===== config.mk =====
export PLATFORM = sky130hd
export DESIGN_NAME = sdrt_timer
export DESIGN_NICKNAME = d
export VERILOG_FILES = /design/src/sdrt_pkg.sv /design/src/sdrt_clkdiv.sv /design/src/sdrt_half.sv /design/src/sdrt_timer.sv
export SDC_FILE = /design/constraint.sdc
export NUM_CORES = 1
export LEC_CHECK = 0
export BUFFER_PORTS_ARGS = -buffer_cell sky130_fd_sc_hd__buf_2
export CAP_MARGIN = 20
export CORE_AREA = 2 2 56 111
export CTS_CLUSTER_SIZE = 20
export DETAILED_ROUTE_END_ITERATION = 8
export DIE_AREA = 0 0 58 113
export GPL_TIMING_DRIVEN = 1
export HOLD_SLACK_MARGIN = 0.05
export PLACE_DENSITY = 0.84
export SLEW_MARGIN = 20
export SYNTH_ARGS = -nofsm -noshare
export SYNTH_HDL_FRONTEND = slang
export SYNTH_SLANG_ARGS = --single-unit

===== constraint.sdc =====
create_clock -name core_clk -period 2.42 [get_ports core_clk]
set_input_delay 0.484 -clock core_clk [delete_from_list [all_inputs] [get_ports core_clk]]
set_output_delay 0.484 -clock core_clk [all_outputs]
set_load 0.05 [all_outputs]

===== src/sdrt_pkg.sv =====
package sdrt_pkg;

  // register map
  localparam int unsigned     SDRT_ADDR_W        = 4;
  localparam logic [3:0]      SDRT_ADDR_CTRL     = 4'h0;
  localparam logic [3:0]      SDRT_ADDR_CLKCTRL  = 4'h1;
  localparam logic [3:0]      SDRT_ADDR_LOW_CNT  = 4'h2;
  localparam logic [3:0]      SDRT_ADDR_HIGH_CNT = 4'h3;
  localparam logic [3:0]      SDRT_ADDR_LOW_RLD  = 4'h4;
  localparam logic [3:0]      SDRT_ADDR_HIGH_RLD = 4'h5;

  // timer_control_register fields
  localparam int unsigned     SDRT_CTRL_HOF      = 7;
  localparam int unsigned     SDRT_CTRL_LOF      = 6;
  localparam int unsigned     SDRT_CTRL_LIE      = 5;
  localparam int unsigned     SDRT_CTRL_SPLIT    = 4;
  localparam int unsigned     SDRT_CTRL_CAPT     = 3;
  localparam int unsigned     SDRT_CTRL_RUN      = 2;
  localparam int unsigned     SDRT_CTRL_IE       = 1;
  localparam int unsigned     SDRT_CTRL_XCLK     = 0;

  // clock_control_register fields
  localparam int unsigned     SDRT_CLK_HFAST     = 1;
  localparam int unsigned     SDRT_CLK_LFAST     = 0;

  // reset values
  localparam logic [7:0]      SDRT_CTRL_RST      = 8'h00;
  localparam logic [7:0]      SDRT_CLK_RST       = 8'h00;
  localparam logic [7:0]      SDRT_CNT_RST       = 8'h00;
  localparam logic [7:0]      SDRT_RLD_RST       = 8'h00;

  // timing
  localparam int unsigned     SDRT_SYS_DIV       = 12;
  localparam int unsigned     SDRT_EXT_DIV       = 8;
  localparam int unsigned     SDRT_CNT_W         = 8;

  typedef struct packed {
    logic       wr;
    logic       rd;
    logic [3:0] addr;
    logic [7:0] wdata;
  } sdrt_bus_req_type;

endpackage


===== src/sdrt_clkdiv.sv =====
`timescale 1ns/1ns
module sdrt_clkdiv
  import sdrt_pkg::*;
#(
  parameter int unsigned SYS_DIV = SDRT_SYS_DIV,
  parameter int unsigned EXT_DIV = SDRT_EXT_DIV
)(
  input  wire logic core_clk,
  input  wire logic srst,
  input  wire logic ext_clk,
  output logic      tick_sys,
  output logic      tick_ext
);

  if (SYS_DIV < 2 || SYS_DIV > 16 || EXT_DIV < 2 || EXT_DIV > 16)
  begin : g_bad_div
    $error("sdrt_clkdiv: dividers must lie in 2..16");
  end

  typedef struct packed {
    logic [3:0] sys_cnt;
    logic [3:0] ext_cnt;
    logic       sync1;
    logic       sync2;
    logic       sync3;
    logic       tick_sys;
    logic       tick_ext;
  } sdrt_div_state_type;

  sdrt_div_state_type s_r;
  sdrt_div_state_type s_nxt;

  always_comb
  begin
    s_nxt          = s_r;
    // sync1 feeds only sync2; edges are judged on the later stages
    s_nxt.sync1    = ext_clk;
    s_nxt.sync2    = s_r.sync1;
    s_nxt.sync3    = s_r.sync2;
    s_nxt.tick_sys = 1'b0;
    s_nxt.tick_ext = 1'b0;
    if (s_r.sys_cnt == 4'(SYS_DIV - 1))
    begin
      s_nxt.sys_cnt  = 4'h0;
      s_nxt.tick_sys = 1'b1;
    end
    else
    begin
      s_nxt.sys_cnt = s_r.sys_cnt + 4'h1;
    end
    if (s_r.sync2 && !s_r.sync3)
    begin
      if (s_r.ext_cnt == 4'(EXT_DIV - 1))
      begin
        s_nxt.ext_cnt  = 4'h0;
        s_nxt.tick_ext = 1'b1;
      end
      else
      begin
        s_nxt.ext_cnt = s_r.ext_cnt + 4'h1;
      end
    end
  end

  always_ff @(posedge core_clk)
  begin
    if (srst)
      s_r <= '0;
    else
      s_r <= s_nxt;
  end

  assign tick_sys = s_r.tick_sys;
  assign tick_ext = s_r.tick_ext;

endmodule // sdrt_clkdiv


===== src/sdrt_half.sv =====
`timescale 1ns/1ns
module sdrt_half
  import sdrt_pkg::*;
#(
  parameter int unsigned W = SDRT_CNT_W
)(
  input  wire logic         core_clk,
  input  wire logic         srst,
  input  wire logic         tick,
  input  wire logic         run,
  input  wire logic [W-1:0] reload,
  input  wire logic         load,
  input  wire logic [W-1:0] load_val,
  output logic      [W-1:0] count,
  output logic              ovf
);

  if (W < 2 || W > 16)
  begin : g_bad_w
    $error("sdrt_half: width must lie in 2..16");
  end

  typedef struct packed {
    logic [W-1:0] cnt;
  } sdrt_half_state_type;

  sdrt_half_state_type s_r;
  sdrt_half_state_type s_nxt;

  // a software write to the count takes precedence over a tick
  assign ovf = tick && run && (&s_r.cnt) && !load;

  always_comb
  begin
    s_nxt = s_r;
    if (load)
      s_nxt.cnt = load_val;
    else if (ovf)
      s_nxt.cnt = reload;
    else if (tick && run)
      s_nxt.cnt = s_r.cnt + W'(1);
  end

  always_ff @(posedge core_clk)
  begin
    if (srst)
      s_r <= '0;
    else
      s_r <= s_nxt;
  end

  assign count = s_r.cnt;

endmodule // sdrt_half


===== src/sdrt_timer.sv =====
//Contract
// With split selected and capture off, the timer runs as two separate 8-bit counters.
// In split mode each counter reloads from its own reload register.
// The run-control bit starts and stops only the high counter.
// The low counter counts continuously in split mode, ignoring run-control.
// The high counter ticks at core rate if fast, else core/12 or external/8 by select.
// The low counter uses the same choice with its own fast bit and the shared select.
// The high overflow flag sets when the high counter wraps from 0xff to 0x00.
// The low overflow flag sets when the low counter wraps from 0xff to 0x00.
// With the timer interrupt enabled, every high overflow raises the request.
// With the interrupt and the low-overflow enable set, either overflow raises it.
// Overflow flags are never cleared by hardware, only by a software write.
// On the overflow edge the counter loads its reload value.
// The divided rates are count enables on core_clk, the external clock synchronised first.
//
// Design decisions made here: the register offsets and strobed register access.
`timescale 1ns/1ns
module sdrt_timer
  import sdrt_pkg::*;
(
  input  wire logic             core_clk,
  input  wire logic             srst,
  input  wire logic             ext_clk,
  input  wire sdrt_bus_req_type bus_req,
  output logic      [7:0]       rd_data,
  output logic                  irq
);

  typedef struct packed {
    logic       hof;
    logic       lof;
    logic       lie;
    logic       split;
    logic       capt;
    logic       run;
    logic       ie;
    logic       xclk;
    logic       hfast;
    logic       lfast;
    logic [7:0] low_rld;
    logic [7:0] high_rld;
    logic       irq;
    logic [7:0] rd_data;
  } sdrt_state_type;

  sdrt_state_type s_r;
  sdrt_state_type s_nxt;

  logic       tick_sys;
  logic       tick_ext;
  logic       split_on;
  logic       tick_h;
  logic       tick_l;
  logic       load_h;
  logic       load_l;
  logic       ovf_h;
  logic       ovf_l;
  logic [7:0] cnt_h;
  logic [7:0] cnt_l;
  logic       wr_ctrl;
  logic [7:0] ctrl_rd;
  logic [7:0] clk_rd;

  sdrt_clkdiv #(
    .SYS_DIV (SDRT_SYS_DIV),
    .EXT_DIV (SDRT_EXT_DIV)
  ) u_div (
    .core_clk (core_clk),
    .srst     (srst),
    .ext_clk  (ext_clk),
    .tick_sys (tick_sys),
    .tick_ext (tick_ext)
  );

  assign split_on = s_r.split && !s_r.capt;

  // three-way rate choice per half
  assign tick_h = s_r.hfast ? 1'b1 : (s_r.xclk ? tick_ext : tick_sys);
  assign tick_l = s_r.lfast ? 1'b1 : (s_r.xclk ? tick_ext : tick_sys);

  assign load_h = bus_req.wr && (bus_req.addr == SDRT_ADDR_HIGH_CNT);
  assign load_l = bus_req.wr && (bus_req.addr == SDRT_ADDR_LOW_CNT);
  assign wr_ctrl = bus_req.wr && (bus_req.addr == SDRT_ADDR_CTRL);

  sdrt_half #(
    .W (SDRT_CNT_W)
  ) u_high (
    .core_clk (core_clk),
    .srst     (srst),
    .tick     (tick_h),
    .run      (split_on && s_r.run),
    .reload   (s_r.high_rld),
    .load     (load_h),
    .load_val (bus_req.wdata),
    .count    (cnt_h),
    .ovf      (ovf_h)
  );

  sdrt_half #(
    .W (SDRT_CNT_W)
  ) u_low (
    .core_clk (core_clk),
    .srst     (srst),
    .tick     (tick_l),
    .run      (split_on),
    .reload   (s_r.low_rld),
    .load     (load_l),
    .load_val (bus_req.wdata),
    .count    (cnt_l),
    .ovf      (ovf_l)
  );

  always_comb
  begin
    ctrl_rd                   = 8'h00;
    ctrl_rd[SDRT_CTRL_HOF]    = s_r.hof;
    ctrl_rd[SDRT_CTRL_LOF]    = s_r.lof;
    ctrl_rd[SDRT_CTRL_LIE]    = s_r.lie;
    ctrl_rd[SDRT_CTRL_SPLIT]  = s_r.split;
    ctrl_rd[SDRT_CTRL_CAPT]   = s_r.capt;
    ctrl_rd[SDRT_CTRL_RUN]    = s_r.run;
    ctrl_rd[SDRT_CTRL_IE]     = s_r.ie;
    ctrl_rd[SDRT_CTRL_XCLK]   = s_r.xclk;
    clk_rd                    = 8'h00;
    clk_rd[SDRT_CLK_HFAST]    = s_r.hfast;
    clk_rd[SDRT_CLK_LFAST]    = s_r.lfast;
  end

  always_comb
  begin
    s_nxt = s_r;
    if (bus_req.wr)
    begin
      unique case (bus_req.addr)
        SDRT_ADDR_CTRL:
        begin
          s_nxt.hof   = bus_req.wdata[SDRT_CTRL_HOF];
          s_nxt.lof   = bus_req.wdata[SDRT_CTRL_LOF];
          s_nxt.lie   = bus_req.wdata[SDRT_CTRL_LIE];
          s_nxt.split = bus_req.wdata[SDRT_CTRL_SPLIT];
          s_nxt.capt  = bus_req.wdata[SDRT_CTRL_CAPT];
          s_nxt.run   = bus_req.wdata[SDRT_CTRL_RUN];
          s_nxt.ie    = bus_req.wdata[SDRT_CTRL_IE];
          s_nxt.xclk  = bus_req.wdata[SDRT_CTRL_XCLK];
        end
        SDRT_ADDR_CLKCTRL:
        begin
          s_nxt.hfast = bus_req.wdata[SDRT_CLK_HFAST];
          s_nxt.lfast = bus_req.wdata[SDRT_CLK_LFAST];
        end
        SDRT_ADDR_LOW_RLD:  s_nxt.low_rld  = bus_req.wdata;
        SDRT_ADDR_HIGH_RLD: s_nxt.high_rld = bus_req.wdata;
        default:            ;
      endcase
    end
    // an overflow in the cycle of a clearing write still leaves the flag set
    if (ovf_h)
      s_nxt.hof = 1'b1;
    if (ovf_l)
      s_nxt.lof = 1'b1;
    // request follows the flags in the same edge that sets them
    s_nxt.irq = s_nxt.ie && (s_nxt.hof || (s_nxt.lie && s_nxt.lof));
    s_nxt.rd_data = 8'h00;
    if (bus_req.rd)
    begin
      unique case (bus_req.addr)
        SDRT_ADDR_CTRL:     s_nxt.rd_data = ctrl_rd;
        SDRT_ADDR_CLKCTRL:  s_nxt.rd_data = clk_rd;
        SDRT_ADDR_LOW_CNT:  s_nxt.rd_data = cnt_l;
        SDRT_ADDR_HIGH_CNT: s_nxt.rd_data = cnt_h;
        SDRT_ADDR_LOW_RLD:  s_nxt.rd_data = s_r.low_rld;
        SDRT_ADDR_HIGH_RLD: s_nxt.rd_data = s_r.high_rld;
        default:            s_nxt.rd_data = 8'h00;
      endcase
    end
  end

  always_ff @(posedge core_clk)
  begin
    if (srst)
    begin
      s_r          <= '0;
      s_r.low_rld  <= SDRT_RLD_RST;
      s_r.high_rld <= SDRT_RLD_RST;
    end
    else
    begin
      s_r <= s_nxt;
    end
  end

  assign rd_data = s_r.rd_data;
  assign irq     = s_r.irq;

  // checks

  no_split_hold_a: assert property (@(posedge core_clk) disable iff (srst)
    !split_on && !load_h && !load_l |=> $stable(cnt_h) && $stable(cnt_l))
    else $error("counter moved outside split mode");

  high_reload_a: assert property (@(posedge core_clk) disable iff (srst)
    ovf_h |=> cnt_h == $past(s_r.high_rld))
    else $error("high counter did not reload");

  low_reload_a: assert property (@(posedge core_clk) disable iff (srst)
    ovf_l |=> cnt_l == $past(s_r.low_rld))
    else $error("low counter did not reload");

  high_stop_a: assert property (@(posedge core_clk) disable iff (srst)
    split_on && !s_r.run && !load_h |=> $stable(cnt_h))
    else $error("high counter ran while stopped");

  // a reload value of 0xff makes a wrap look like a standstill
  low_free_a: assert property (@(posedge core_clk) disable iff (srst)
    split_on && s_r.lfast && !load_l
    |=> cnt_l != $past(cnt_l) || $past(s_r.low_rld) == 8'hff)
    else $error("low counter did not advance");

  high_fast_a: assert property (@(posedge core_clk) disable iff (srst)
    split_on && s_r.run && s_r.hfast && !load_h
    |=> cnt_h != $past(cnt_h) || $past(s_r.high_rld) == 8'hff)
    else $error("high counter ignored fast clock");

  sys_div_a: assert property (@(posedge core_clk) disable iff (srst)
    tick_sys |=> !tick_sys [*8] ##1 !tick_sys [*3] ##1 tick_sys)
    else $error("core divider period wrong");

  low_slow_a: assert property (@(posedge core_clk) disable iff (srst)
    split_on && !s_r.lfast && !s_r.xclk && !tick_sys && !load_l |=> $stable(cnt_l))
    else $error("low counter ticked without enable");

  high_flag_a: assert property (@(posedge core_clk) disable iff (srst)
    ovf_h |=> s_r.hof)
    else $error("high flag not set on overflow");

  low_flag_a: assert property (@(posedge core_clk) disable iff (srst)
    ovf_l |=> s_r.lof)
    else $error("low flag not set on overflow");

  flag_sticky_a: assert property (@(posedge core_clk) disable iff (srst)
    (s_r.hof || s_r.lof) && !wr_ctrl |=> s_r.hof >= $past(s_r.hof) && s_r.lof >= $past(s_r.lof))
    else $error("flag cleared by hardware");

  irq_high_a: assert property (@(posedge core_clk) disable iff (srst)
    ovf_h && s_r.ie && !wr_ctrl |=> irq)
    else $error("no request on high overflow");

  irq_low_a: assert property (@(posedge core_clk) disable iff (srst)
    ovf_l && s_r.ie && s_r.lie && !wr_ctrl |=> irq)
    else $error("no request on low overflow");

  irq_mask_a: assert property (@(posedge core_clk) disable iff (srst)
    !s_r.ie && !wr_ctrl |=> !irq)
    else $error("request while disabled");

  // counting steps
  high_count_a: assert property (@(posedge core_clk) disable iff (srst)
    split_on && s_r.run && tick_h && !load_h && !ovf_h |=> cnt_h == $past(cnt_h) + 8'h01)
    else $error("high counter missed a step");

  low_count_a: assert property (@(posedge core_clk) disable iff (srst)
    split_on && tick_l && !load_l && !ovf_l |=> cnt_l == $past(cnt_l) + 8'h01)
    else $error("low counter missed a step");

  high_wrap_a: assert property (@(posedge core_clk) disable iff (srst)
    split_on && s_r.run && tick_h && cnt_h == 8'hff && !load_h |-> ovf_h)
    else $error("high wrap not seen");

  low_wrap_a: assert property (@(posedge core_clk) disable iff (srst)
    split_on && tick_l && cnt_l == 8'hff && !load_l |-> ovf_l)
    else $error("low wrap not seen");

  high_slow_a: assert property (@(posedge core_clk) disable iff (srst)
    split_on && !s_r.hfast && !s_r.xclk && !tick_sys && !load_h |=> $stable(cnt_h))
    else $error("high counter ticked without enable");

  high_ext_a: assert property (@(posedge core_clk) disable iff (srst)
    split_on && !s_r.hfast && s_r.xclk && !tick_ext && !load_h |=> $stable(cnt_h))
    else $error("high counter ticked without external enable");

  low_ext_a: assert property (@(posedge core_clk) disable iff (srst)
    split_on && !s_r.lfast && s_r.xclk && !tick_ext && !load_l |=> $stable(cnt_l))
    else $error("low counter ticked without external enable");

  // eight synchronised rising edges take at least sixteen cycles
  ext_div_a: assert property (@(posedge core_clk) disable iff (srst)
    tick_ext |=> !tick_ext [*8] ##1 !tick_ext [*7])
    else $error("external divider too fast");

  high_load_a: assert property (@(posedge core_clk) disable iff (srst)
    load_h |=> cnt_h == $past(bus_req.wdata))
    else $error("high counter write lost");

  low_load_a: assert property (@(posedge core_clk) disable iff (srst)
    load_l |=> cnt_l == $past(bus_req.wdata))
    else $error("low counter write lost");

  // flags and request
  high_keep_a: assert property (@(posedge core_clk) disable iff (srst)
    !ovf_h && !wr_ctrl |=> s_r.hof == $past(s_r.hof))
    else $error("high flag changed on its own");

  low_keep_a: assert property (@(posedge core_clk) disable iff (srst)
    !ovf_l && !wr_ctrl |=> s_r.lof == $past(s_r.lof))
    else $error("low flag changed on its own");

  high_clear_a: assert property (@(posedge core_clk) disable iff (srst)
    wr_ctrl && !bus_req.wdata[SDRT_CTRL_HOF] && !ovf_h |=> !s_r.hof)
    else $error("high flag not cleared by write");

  low_clear_a: assert property (@(posedge core_clk) disable iff (srst)
    wr_ctrl && !bus_req.wdata[SDRT_CTRL_LOF] && !ovf_l |=> !s_r.lof)
    else $error("low flag not cleared by write");

  irq_hold_a: assert property (@(posedge core_clk) disable iff (srst)
    irq && !wr_ctrl |=> irq)
    else $error("request dropped while flags stand");

  irq_low_mask_a: assert property (@(posedge core_clk) disable iff (srst)
    s_r.ie && !s_r.lie && !s_r.hof && !wr_ctrl && !ovf_h |=> !irq)
    else $error("low overflow raised request while masked");

  // read port
  rd_idle_a: assert property (@(posedge core_clk) disable iff (srst)
    !bus_req.rd |=> rd_data == 8'h00)
    else $error("read data stood too long");

  rd_unmapped_a: assert property (@(posedge core_clk) disable iff (srst)
    bus_req.rd && bus_req.addr > SDRT_ADDR_HIGH_RLD |=> rd_data == 8'h00)
    else $error("unmapped read returned data");

endmodule // sdrt_timer


* Yosys cells after proc, flatten, opt, wreduce, memory -nomap -nowiden
Index checks and enable logic that the tools add are counted.
Word-level totals: bits of input ports 17, logic and storage cells 86, bits in registers 64, output and inout bits 9
Operators by class: equality and inequality tests 7, bitwise gates (word level) 2, reduce and logical (&&, ||, !) cells 30, muxes and demuxes 20, add/sub/neg operators 4
Operators with widths (number):
- 8-bit two-way mux | 9
- 8-bit one-hot mux with 6 select lines | 1
- 26-bit two-way mux | 1
- 8-bit by 1-bit adder with 8-bit output, second input constant | 2
- 8-bit AND reduction | 2
- 1-bit logical AND | 13
- 4-bit by 3-bit == test with 1-bit output, second input constant | 3
- 4-bit by 1-bit adder with 4-bit output, second input constant | 2
- 4-bit by 2-bit == test with 1-bit output, second input constant | 2
- 2-bit AND reduction | 4
- 1-bit two-way mux | 7
- 3-bit nonzero test | 2
- 2-bit OR reduction | 3
- 4-bit by 1-bit == test with 1-bit output, second input constant | 1
- 4-bit == test, second input constant | 1
- 1-bit zero test | 4
- 4-bit zero test | 1
- 4-bit two-way mux | 1
- 2-bit two-way mux | 1
- 1-bit NOT | 2
- 1-bit logical OR | 1

* Longest topological paths before layout
Gate-level depths: netlist of run 1.
word-level depth 9, gate-level depth with buffers 6, gate-level depth less buffers 5

* By module
Synthesis of run 1 repeated with hierarchy kept, for this count alone.
Unflattened totals: cells, all modules 396, area total of the unflattened synthesis 3410.8 um2
By module, submodules not included:
- sdrt_timer | times used 1, cells an instance 185, area each 1627.8 um2
- sdrt_half (u_low) | times used 1, cells an instance 82, area each 664.4 um2
- sdrt_half (u_high) | times used 1, cells an instance 82, area each 630.6 um2
- sdrt_clkdiv | times used 1, cells an instance 47, area each 488.0 um2

* Worst setup path after synthesis of run 1
OpenSTA, ideal clock, no wires.
path type input -> register, start in bus_req[8] (netlist name), end reg s_r (netlist bit rd_data[1]), stages 5, library setup time 124 ps, required time 2296 ps, slack 585 ps, arrival time 1712 ps, cells stage by stage buf_2 > buf_2 > mux4_2 > a222oi_1 > nor2_1
On the way: word-level cells in the longest chain between the ends 2, elaborated cells between the ends (all ways) 7, those cells by class 5 x eq/ne; 1 x mux; 1 x reduce/logical
Ends and longest elaborated chain:
- start, declared | RTL line sdrt_timer.sv:24 | input wire sdrt_bus_req_type bus_req,
- 4-bit by 3-bit == test with 1-bit output (tied with other cells) | RTL line sdrt_timer.sv:166 | unique case (bus_req.addr)
- 8-bit one-hot mux with 6 select lines (*) | RTL line sdrt_timer.sv:166
- end signal, assigned | RTL line sdrt_timer.sv:188 | s_r <= s_nxt;
- end, declared | RTL line sdrt_timer.sv:46 | sdrt_state_type s_r;
Mark *: on every way between the ends. The rest lies on a longest branch, timed or not. A chain may end at the register's enable or synchronous reset.

* Final worst setup path of run 1
start reg u_low.s_r (netlist bit u_low.count[1]), end reg u_low.s_r (netlist bit u_low.count[2])
On the way: word-level cells in the longest chain between the ends 5, elaborated cells between the ends (all ways) 8, those cells by class 1 x add/sub; 3 x mux; 4 x reduce/logical
Ends and longest elaborated chain:
- start, declared | RTL line sdrt_half.sv:27 | sdrt_half_state_type s_r;
- start signal, assigned | RTL line sdrt_half.sv:49 | s_r <= s_nxt;
- branches (longest 5 deep; another with 8-bit by 1-bit adder with 8-bit output)
Several ways; the timed one is not identified. The select of a mux whose other input is x is not followed.

==> results of run 1 <==
-- routing by layer --
layer  wire, um  global-route usage (%)  up-vias
met5          0                       0        -
met1       3490                    34.8     1521
met4        853                    26.5        0
met3        809                    8.11       63
met2       5120                    54.0      187
li1           -                       -     1495
-- path summary, 6_finish.rpt --
kind | endpoint | slack (ns) | cells past startpoint
setup / recovery | u_low.count[2] | 0.33 | 5
hold reg to reg | u_div.s_nxt[2] | 0.44 | 1
hold / removal | u_div.s_nxt[3] | 0.36 | 2
setup reg to reg | u_low.count[2] | 0.33 | 5
-- registers in the layout, summed over array words and instances (netlist names) --
name	flops
u_low.count	8
rd_data	8
u_div.tick_sys	1
u_high.count	8
clk_rd	2
u_div.tick_ext	1
s_r	16
u_div.s_nxt	2
ctrl_rd	8
irq	1
u_div.s_r	9
-- cell type report --
type / count / area, um2 / area share (%)
tap: 61 / 76.3 / 2.02
sequential: 64 / 1280 / 33.8
clock buffer: 13 / 260 / 6.87
clock inverter: 3 / 40.0 / 1.06
multi-input combinational: 294 / 1890 / 49.9
inverter: 5 / 18.8 / 0.496
timing repair buffer: 38 / 223 / 5.88
-- power groups by stage --
stage                     clock (mW)  combinational [mW]  sequential (mW)
after floorplan                    0              0.0902             1.10
after global placement             0               0.143             1.11
after detailed placement           0               0.146             1.11
after CTS                       1.30               0.146             1.09
after global routing            1.35               0.160             1.09
final                           1.30               0.150             1.09
-- metrics by stage --
step           instance area (um2)  utilization, %  cells  setup WS, ns
2_1_floorplan                 3330               -    392         0.585
3_3_place_gp                  3490            61.6    462         0.401
3_5_place_dp                  3490            61.6    462         0.317
4_1_cts                       3790            66.9    478         0.366
5_1_grt                       3790            66.9    478         0.218
6_report                      3790            66.9    478         0.329
-- placed cells by master (no fill, tap or decap), types with 6 or more instances in the layout --
master	Yosys	routed
a21oi_1	30	30
a222oi_1	8	8
a22o_1	6	6
a31oi_1	9	9
and3_1	7	7
buf_2	6	25
buf_4	8	13
clkbuf_16	0	9
dfxtp_1	64	64
mux2_2	7	7
mux2i_1	10	10
nand2_1	44	44
nand2b_1	6	6
nand3_1	32	32
nor2_1	39	39
nor3_1	7	7
-- worst max-delay path, delay by kind of cell (launching register included) --
| kind | cells | cell delay (ns) |
|---|---|---|
| compound gates | 2 | 0.45 |
| flops | 1 | 0.51 |
| fa+ha+maj | 1 | 0.38 |
| simple gates | 2 | 0.64 |
-- cell families (layout without fill, tap and decap cells) --
family / Yosys count / in the layout / share of synthesized area (%)
AO/OA/AOI/OAI: 93 / 93 / 20.5
XOR/XNOR: 5 / 5 / 1.31
adder cells (fa/ha/maj): 4 / 4 / 1.50
buffers and inverters: 34 / 59 / 4.95
AND/OR/NAND/NOR: 172 / 172 / 26.2
flip-flops: 64 / 64 / 38.4
multiplexers: 20 / 20 / 7.13
==> impl_results.md, run 1 <==
* Min cycle time layout at 2.09 ns
* Crit path launch type: flip-flop
* Logic pwr share at 5.9%
* Worst setup path category: flip-flop to flip-flop
* Clock net sink count at 64
* GR Overflow Total at 0
* Skew-Pair Late Insertion Delay at 0.34 ns
* Worst-path cell chain: ha_1, nand3_1, nor2_1, a211oi_1, o41ai_1
* Ys flop type: dfxtp_1
* CORE AREA at 5660 um2
* Rel. slew slack at 57.6%
* Initial antenna violation count at 0
* #FFs+latches synth at 64
* Synth unique cells at 61
* TritonRoute pass-1 iters at 5
* Net Sw Power at 0.567 mW
* Root Buffer: clkbuf_16
* Critical Path RT at 2.64 ns
* Sequential power share at 43.0%
* PwrDens at 671 nW/um2
* CP max FO at 9
* Die ar. at 6550 um2
* RSZ-0062 raised after global routing: no
* Die height at 113 um
* Total power draw at 2.54 mW
* Final period util at 86.4%
* Hold Startpoint: ext_clk
* Layout area overhead at 13.6%
* Clock Skew at 0.00569 ns
* CP peak stage delay at 0.51 ns
* Syn_area_per_cell at 8.51 um2
* Leak pwr at 1.36 nW
* Yosys warnings at 0
* Worst-margin pin slew at 0.636 ns
* Routed WL at 10,300 um
* Synthesized net count at 413
* Port Buffers at 25
* First-pass GRT wire length at 16,000 um
* Ports at 26
* CTS Buf Count at 9
* Async set or reset register ratio after synthesis at 0%
* Vias at 3,266
* CTS clk-pin slew, worst paths at 0.05 ns
* # rows at 39
* Worst path arrival time at 2.31 ns
* CTS Buffer Depth at 2
* N_diodes at 0
* Outcome: finished clean
* Filler Cells Inserted at 488
* Peak supply drop at 0.873 mV
* DR vias/cell at 6.83
* Endpoints failing setup at 0
* Count leader, synth: dfxtp_1
* CP max-delay cell: dfxtp_1
* Critical path launch point: u_low.count[1]
* Critical path endpoint category: flip-flop
* Cell Int Power at 1.97 mW
* # Post-CTS Setup Buffers at 0
* # hold bufs at CTS at 0
* Final nets at 433
* DRT iter0 DRCs at 210
* RePlAce Congestion at 1.01
* Area contributors post-synth: dfxtp_1, nand2_1, nand3_1
* Max Fclk at 478 MHz
* Seq/Total Area, Yosys at 38.4%
* Yosys top cell area share at 38.4%
* Chip Width at 58 um
* Reg2Reg Launch Point: u_low.count[1]
* Final Slew Violations at 0
* Synthesized area at 3330 um2
* CTS tree: built
* Pin count of the biggest net entering global routing at 28
* Drt drc at 0
* Area leader, netlist: dfxtp_1
* Switching Share at 22.3%
* Commonest cells post-synth: dfxtp_1, nand2_1, nor2_1
* Syn Inst Count at 392
* # H-tree levels at 3
* Vias in the first global route at 3,035
* Hold Crit Class: primary input to flip-flop
* Hold Worst Slack at 0.362 ns
* Overall routing resource usage at 33.1%
* Drt wl/cell at 21.5 um
* Final ANT Viol Nets at 0
* Setup_tns at 0 ns
* Max_cap viols at 0
* Starting Density at 58.9%
* EDFF count, synth at 0
* PostCTS Resize Cnt at 0
* Layout cells sized above 1 at 17.3%
* Final hold violation count at 0
* Post-DP HPWL at 7510 um
* Clock power frac at 51.1%
Note: power is estimated with default switching activity, not from simulation.
==> run 2: changes to the inputs <==
--- a/config.mk
+++ b/config.mk
@@ -7,10 +7,10 @@
 export LEC_CHECK = 0
 export BUFFER_PORTS_ARGS = -buffer_cell sky130_fd_sc_hd__buf_2
 export CAP_MARGIN = 20
-export CORE_AREA = 2 2 56 111
+export CORE_AREA = 2 2 78 80
 export CTS_CLUSTER_SIZE = 20
 export DETAILED_ROUTE_END_ITERATION = 8
-export DIE_AREA = 0 0 58 113
+export DIE_AREA = 0 0 80 82
 export GPL_TIMING_DRIVEN = 1
 export HOLD_SLACK_MARGIN = 0.05
 export PLACE_DENSITY = 0.84
==> run 2 against run 1 <==
Effect of this change: utilization is 3.7 points lower; register-to-register slack is essentially flat; global-route usage fell by 4.1 points; fmax is 0.49% higher; critical endpoint is now u_low.count[4]; non-clock buffer count decreased by 2.
==> impl_results.md, run 2 (same netlist as run 1, synthesis figures left out) <==
* Outcome: finished clean
* Clock net sink count at 64 (unchanged)
* # rows at 28 (-28%)
* Worst-margin pin slew at 0.603 ns (-0.0329 ns)
* Most frequent cells in the layout: dfxtp_1, nand2_1, nor2_1
* Die ar. at 6560 um2 (about the same)
* Most flops, register: s_r
* TritonRoute pass-1 iters at 6 (+1)
* Drt wl/cell at 18.5 um (-14%)
* Final nets at 431 (-0.46%)
* Worst path arrival time at 2.27 ns (-0.04 ns)
* PwrDens at 537 nW/um2 (-20%)
* CTS Buffer Depth at 2 (unchanged)
* Layout cells sized above 1 at 16.3% (-1.0 points)
* Overall routing resource usage at 28.9% (-4.1 points)
* Leak pwr at 1.27 nW (-6.3%)
* Setup_tns at 0 ns (unchanged)
* Chip Width at 80 um (+38%)
* DR vias/cell at 6.53 (-4.4%)
* Drt drc at 0 (unchanged)
* Hold Worst Slack at 0.362 ns (+0.000269 ns)
* GR Overflow Total at 0 (unchanged)
* # H-tree levels at 3 (unchanged)
* Critical Path RT at 2.61 ns (-0.03 ns)
* Pin count of the biggest net entering global routing at 24 (-14%)
* CP max FO at 9 (unchanged)
* Top flop regs: s_r: 16 flops, u_div.s_r: 9 flops
* Vias at 3,181 (-2.6%)
* Max reg flops at 16 (unchanged)
* Rel. slew slack at 59.8% (+2.2 points)
* Initial antenna violation count at 0 (unchanged)
* Max Fclk at 481 MHz (+0.49%)
* RSZ-0062 raised after global routing: no
* Root Buffer: clkbuf_8
* N_diodes at 0 (unchanged)
* Layout area overhead at 8.89%
* Filler Cells Inserted at 508 (+4.1%)
* CTS Buf Count at 9 (unchanged)
* DRT iter0 DRCs at 368 (+75%)
* # hold bufs at CTS at 0 (unchanged)
* Final period util at 86.0% (-0.42 points)
* Hold Crit Class: primary input to flip-flop
* Clock Skew at 0.0115 ns (+0.00578 ns)
* CTS clk-pin slew, worst paths at 0.06 ns (about the same)
* PostCTS Resize Cnt at 0 (unchanged)
* Crit path launch type: flip-flop
* Skew-Pair Late Insertion Delay at 0.34 ns (about the same)
* Final ANT Viol Nets at 0 (unchanged)
* Vias in the first global route at 2,855 (-5.9%)
* CTS tree: built
* First-pass GRT wire length at 14,300 um (-10%)
* Starting Density at 58.0% (-0.87 points)
* Port Buffers at 25 (unchanged)
* Ports at 26 (unchanged)
* Die height at 82 um (-27%)
* # Post-CTS Setup Buffers at 0 (unchanged)
* Post-DP HPWL at 6500 um (-13%)
* Most common cell after layout, fill and taps aside: dfxtp_1
* Final Slew Violations at 0 (unchanged)
* Min cycle time layout at 2.08 ns (-0.0102 ns)
* Worst setup path category: flip-flop to flip-flop
* RePlAce Congestion at 0.965 (-4.3%)
* Peak supply drop at 0.494 mV (-43%)
* Routed WL at 9010 um (-12%)
* Critical path endpoint category: flip-flop
* CORE AREA at 5750 um2 (+1.5%)
* Endpoints failing setup at 0 (unchanged)
* Max_cap viols at 0 (unchanged)
* Final hold violation count at 0 (unchanged)
==> run 2: cell type report <==
class                      count  area, um2  share of cell area (%)
clock buffer                  11        131                    3.62
clock inverter                 2       10.0                   0.276
inverter                       5       18.8                   0.517
multi-input combinational    294       1890                    52.0
sequential                    64       1280                    35.3
tap                           75       93.8                    2.58
timing repair buffer          36        208                    5.72
==> run 2: final timing paths <==
| check | from | slack [ns] | to | depth (start not counted) |
|---|---|---|---|---|
| worst min-delay path | ext_clk | 0.36 | u_div.s_nxt[3] | 2 |
| worst max register to register | u_low.count[0] | 0.34 | u_low.count[4] | 5 |
| worst max-delay path | u_low.count[0] | 0.34 | u_low.count[4] | 5 |
| worst min register to register | u_div.s_nxt[3] | 0.44 | u_div.s_nxt[2] | 1 |
==> run 2: stage by stage <==
step / instances / utilization [%] / power, mW / cell area (um2) / worst slack [ns]
6_report: 487 / 63.2 / 1.95 / 3630 / 0.340
3_5_place_dp: 474 / 60.7 / 1.26 / 3490 / 0.224
5_1_grt: 487 / 63.2 / 2.02 / 3630 / 0.156
3_3_place_gp: 474 / 60.7 / 1.25 / 3490 / 0.298
2_1_floorplan: 392 / - / 1.20 / 3330 / 0.585
4_1_cts: 487 / 63.2 / 1.96 / 3630 / 0.342
==> run 2: metal layers <==
metal  routed length (um)  vias to the layer above  share of wire [%]  global-route usage [%]
li1                     -                     1493                  -                       -
met1                 3620                     1479                 40                    38.0
met2                 4200                      184                 47                    46.5
met3                  914                       25                 10                    6.04
met4                  267                        0                3.0                    12.0
met5                    0                        -                  0                       0
==> run 2: where the power goes <==
part | switching [mW] | total, mW | leakage, nW | internal (mW)
Clock | 0.363 | 0.714 | 0.0749 | 0.351
Sequential | 0.0200 | 1.09 | 0.518 | 1.07
Combinational | 0.0943 | 0.146 | 0.682 | 0.0517
Total | 0.478 | 1.95 | 1.27 | 1.47
==> run 2: worst max-delay path: stages (launching register included) <==
cell       delay, ns
dfxtp_1         0.50
ha_1            0.36
nand3_1         0.30
o221ai_1        0.32
nor2_1          0.06
a2111oi_0       0.40
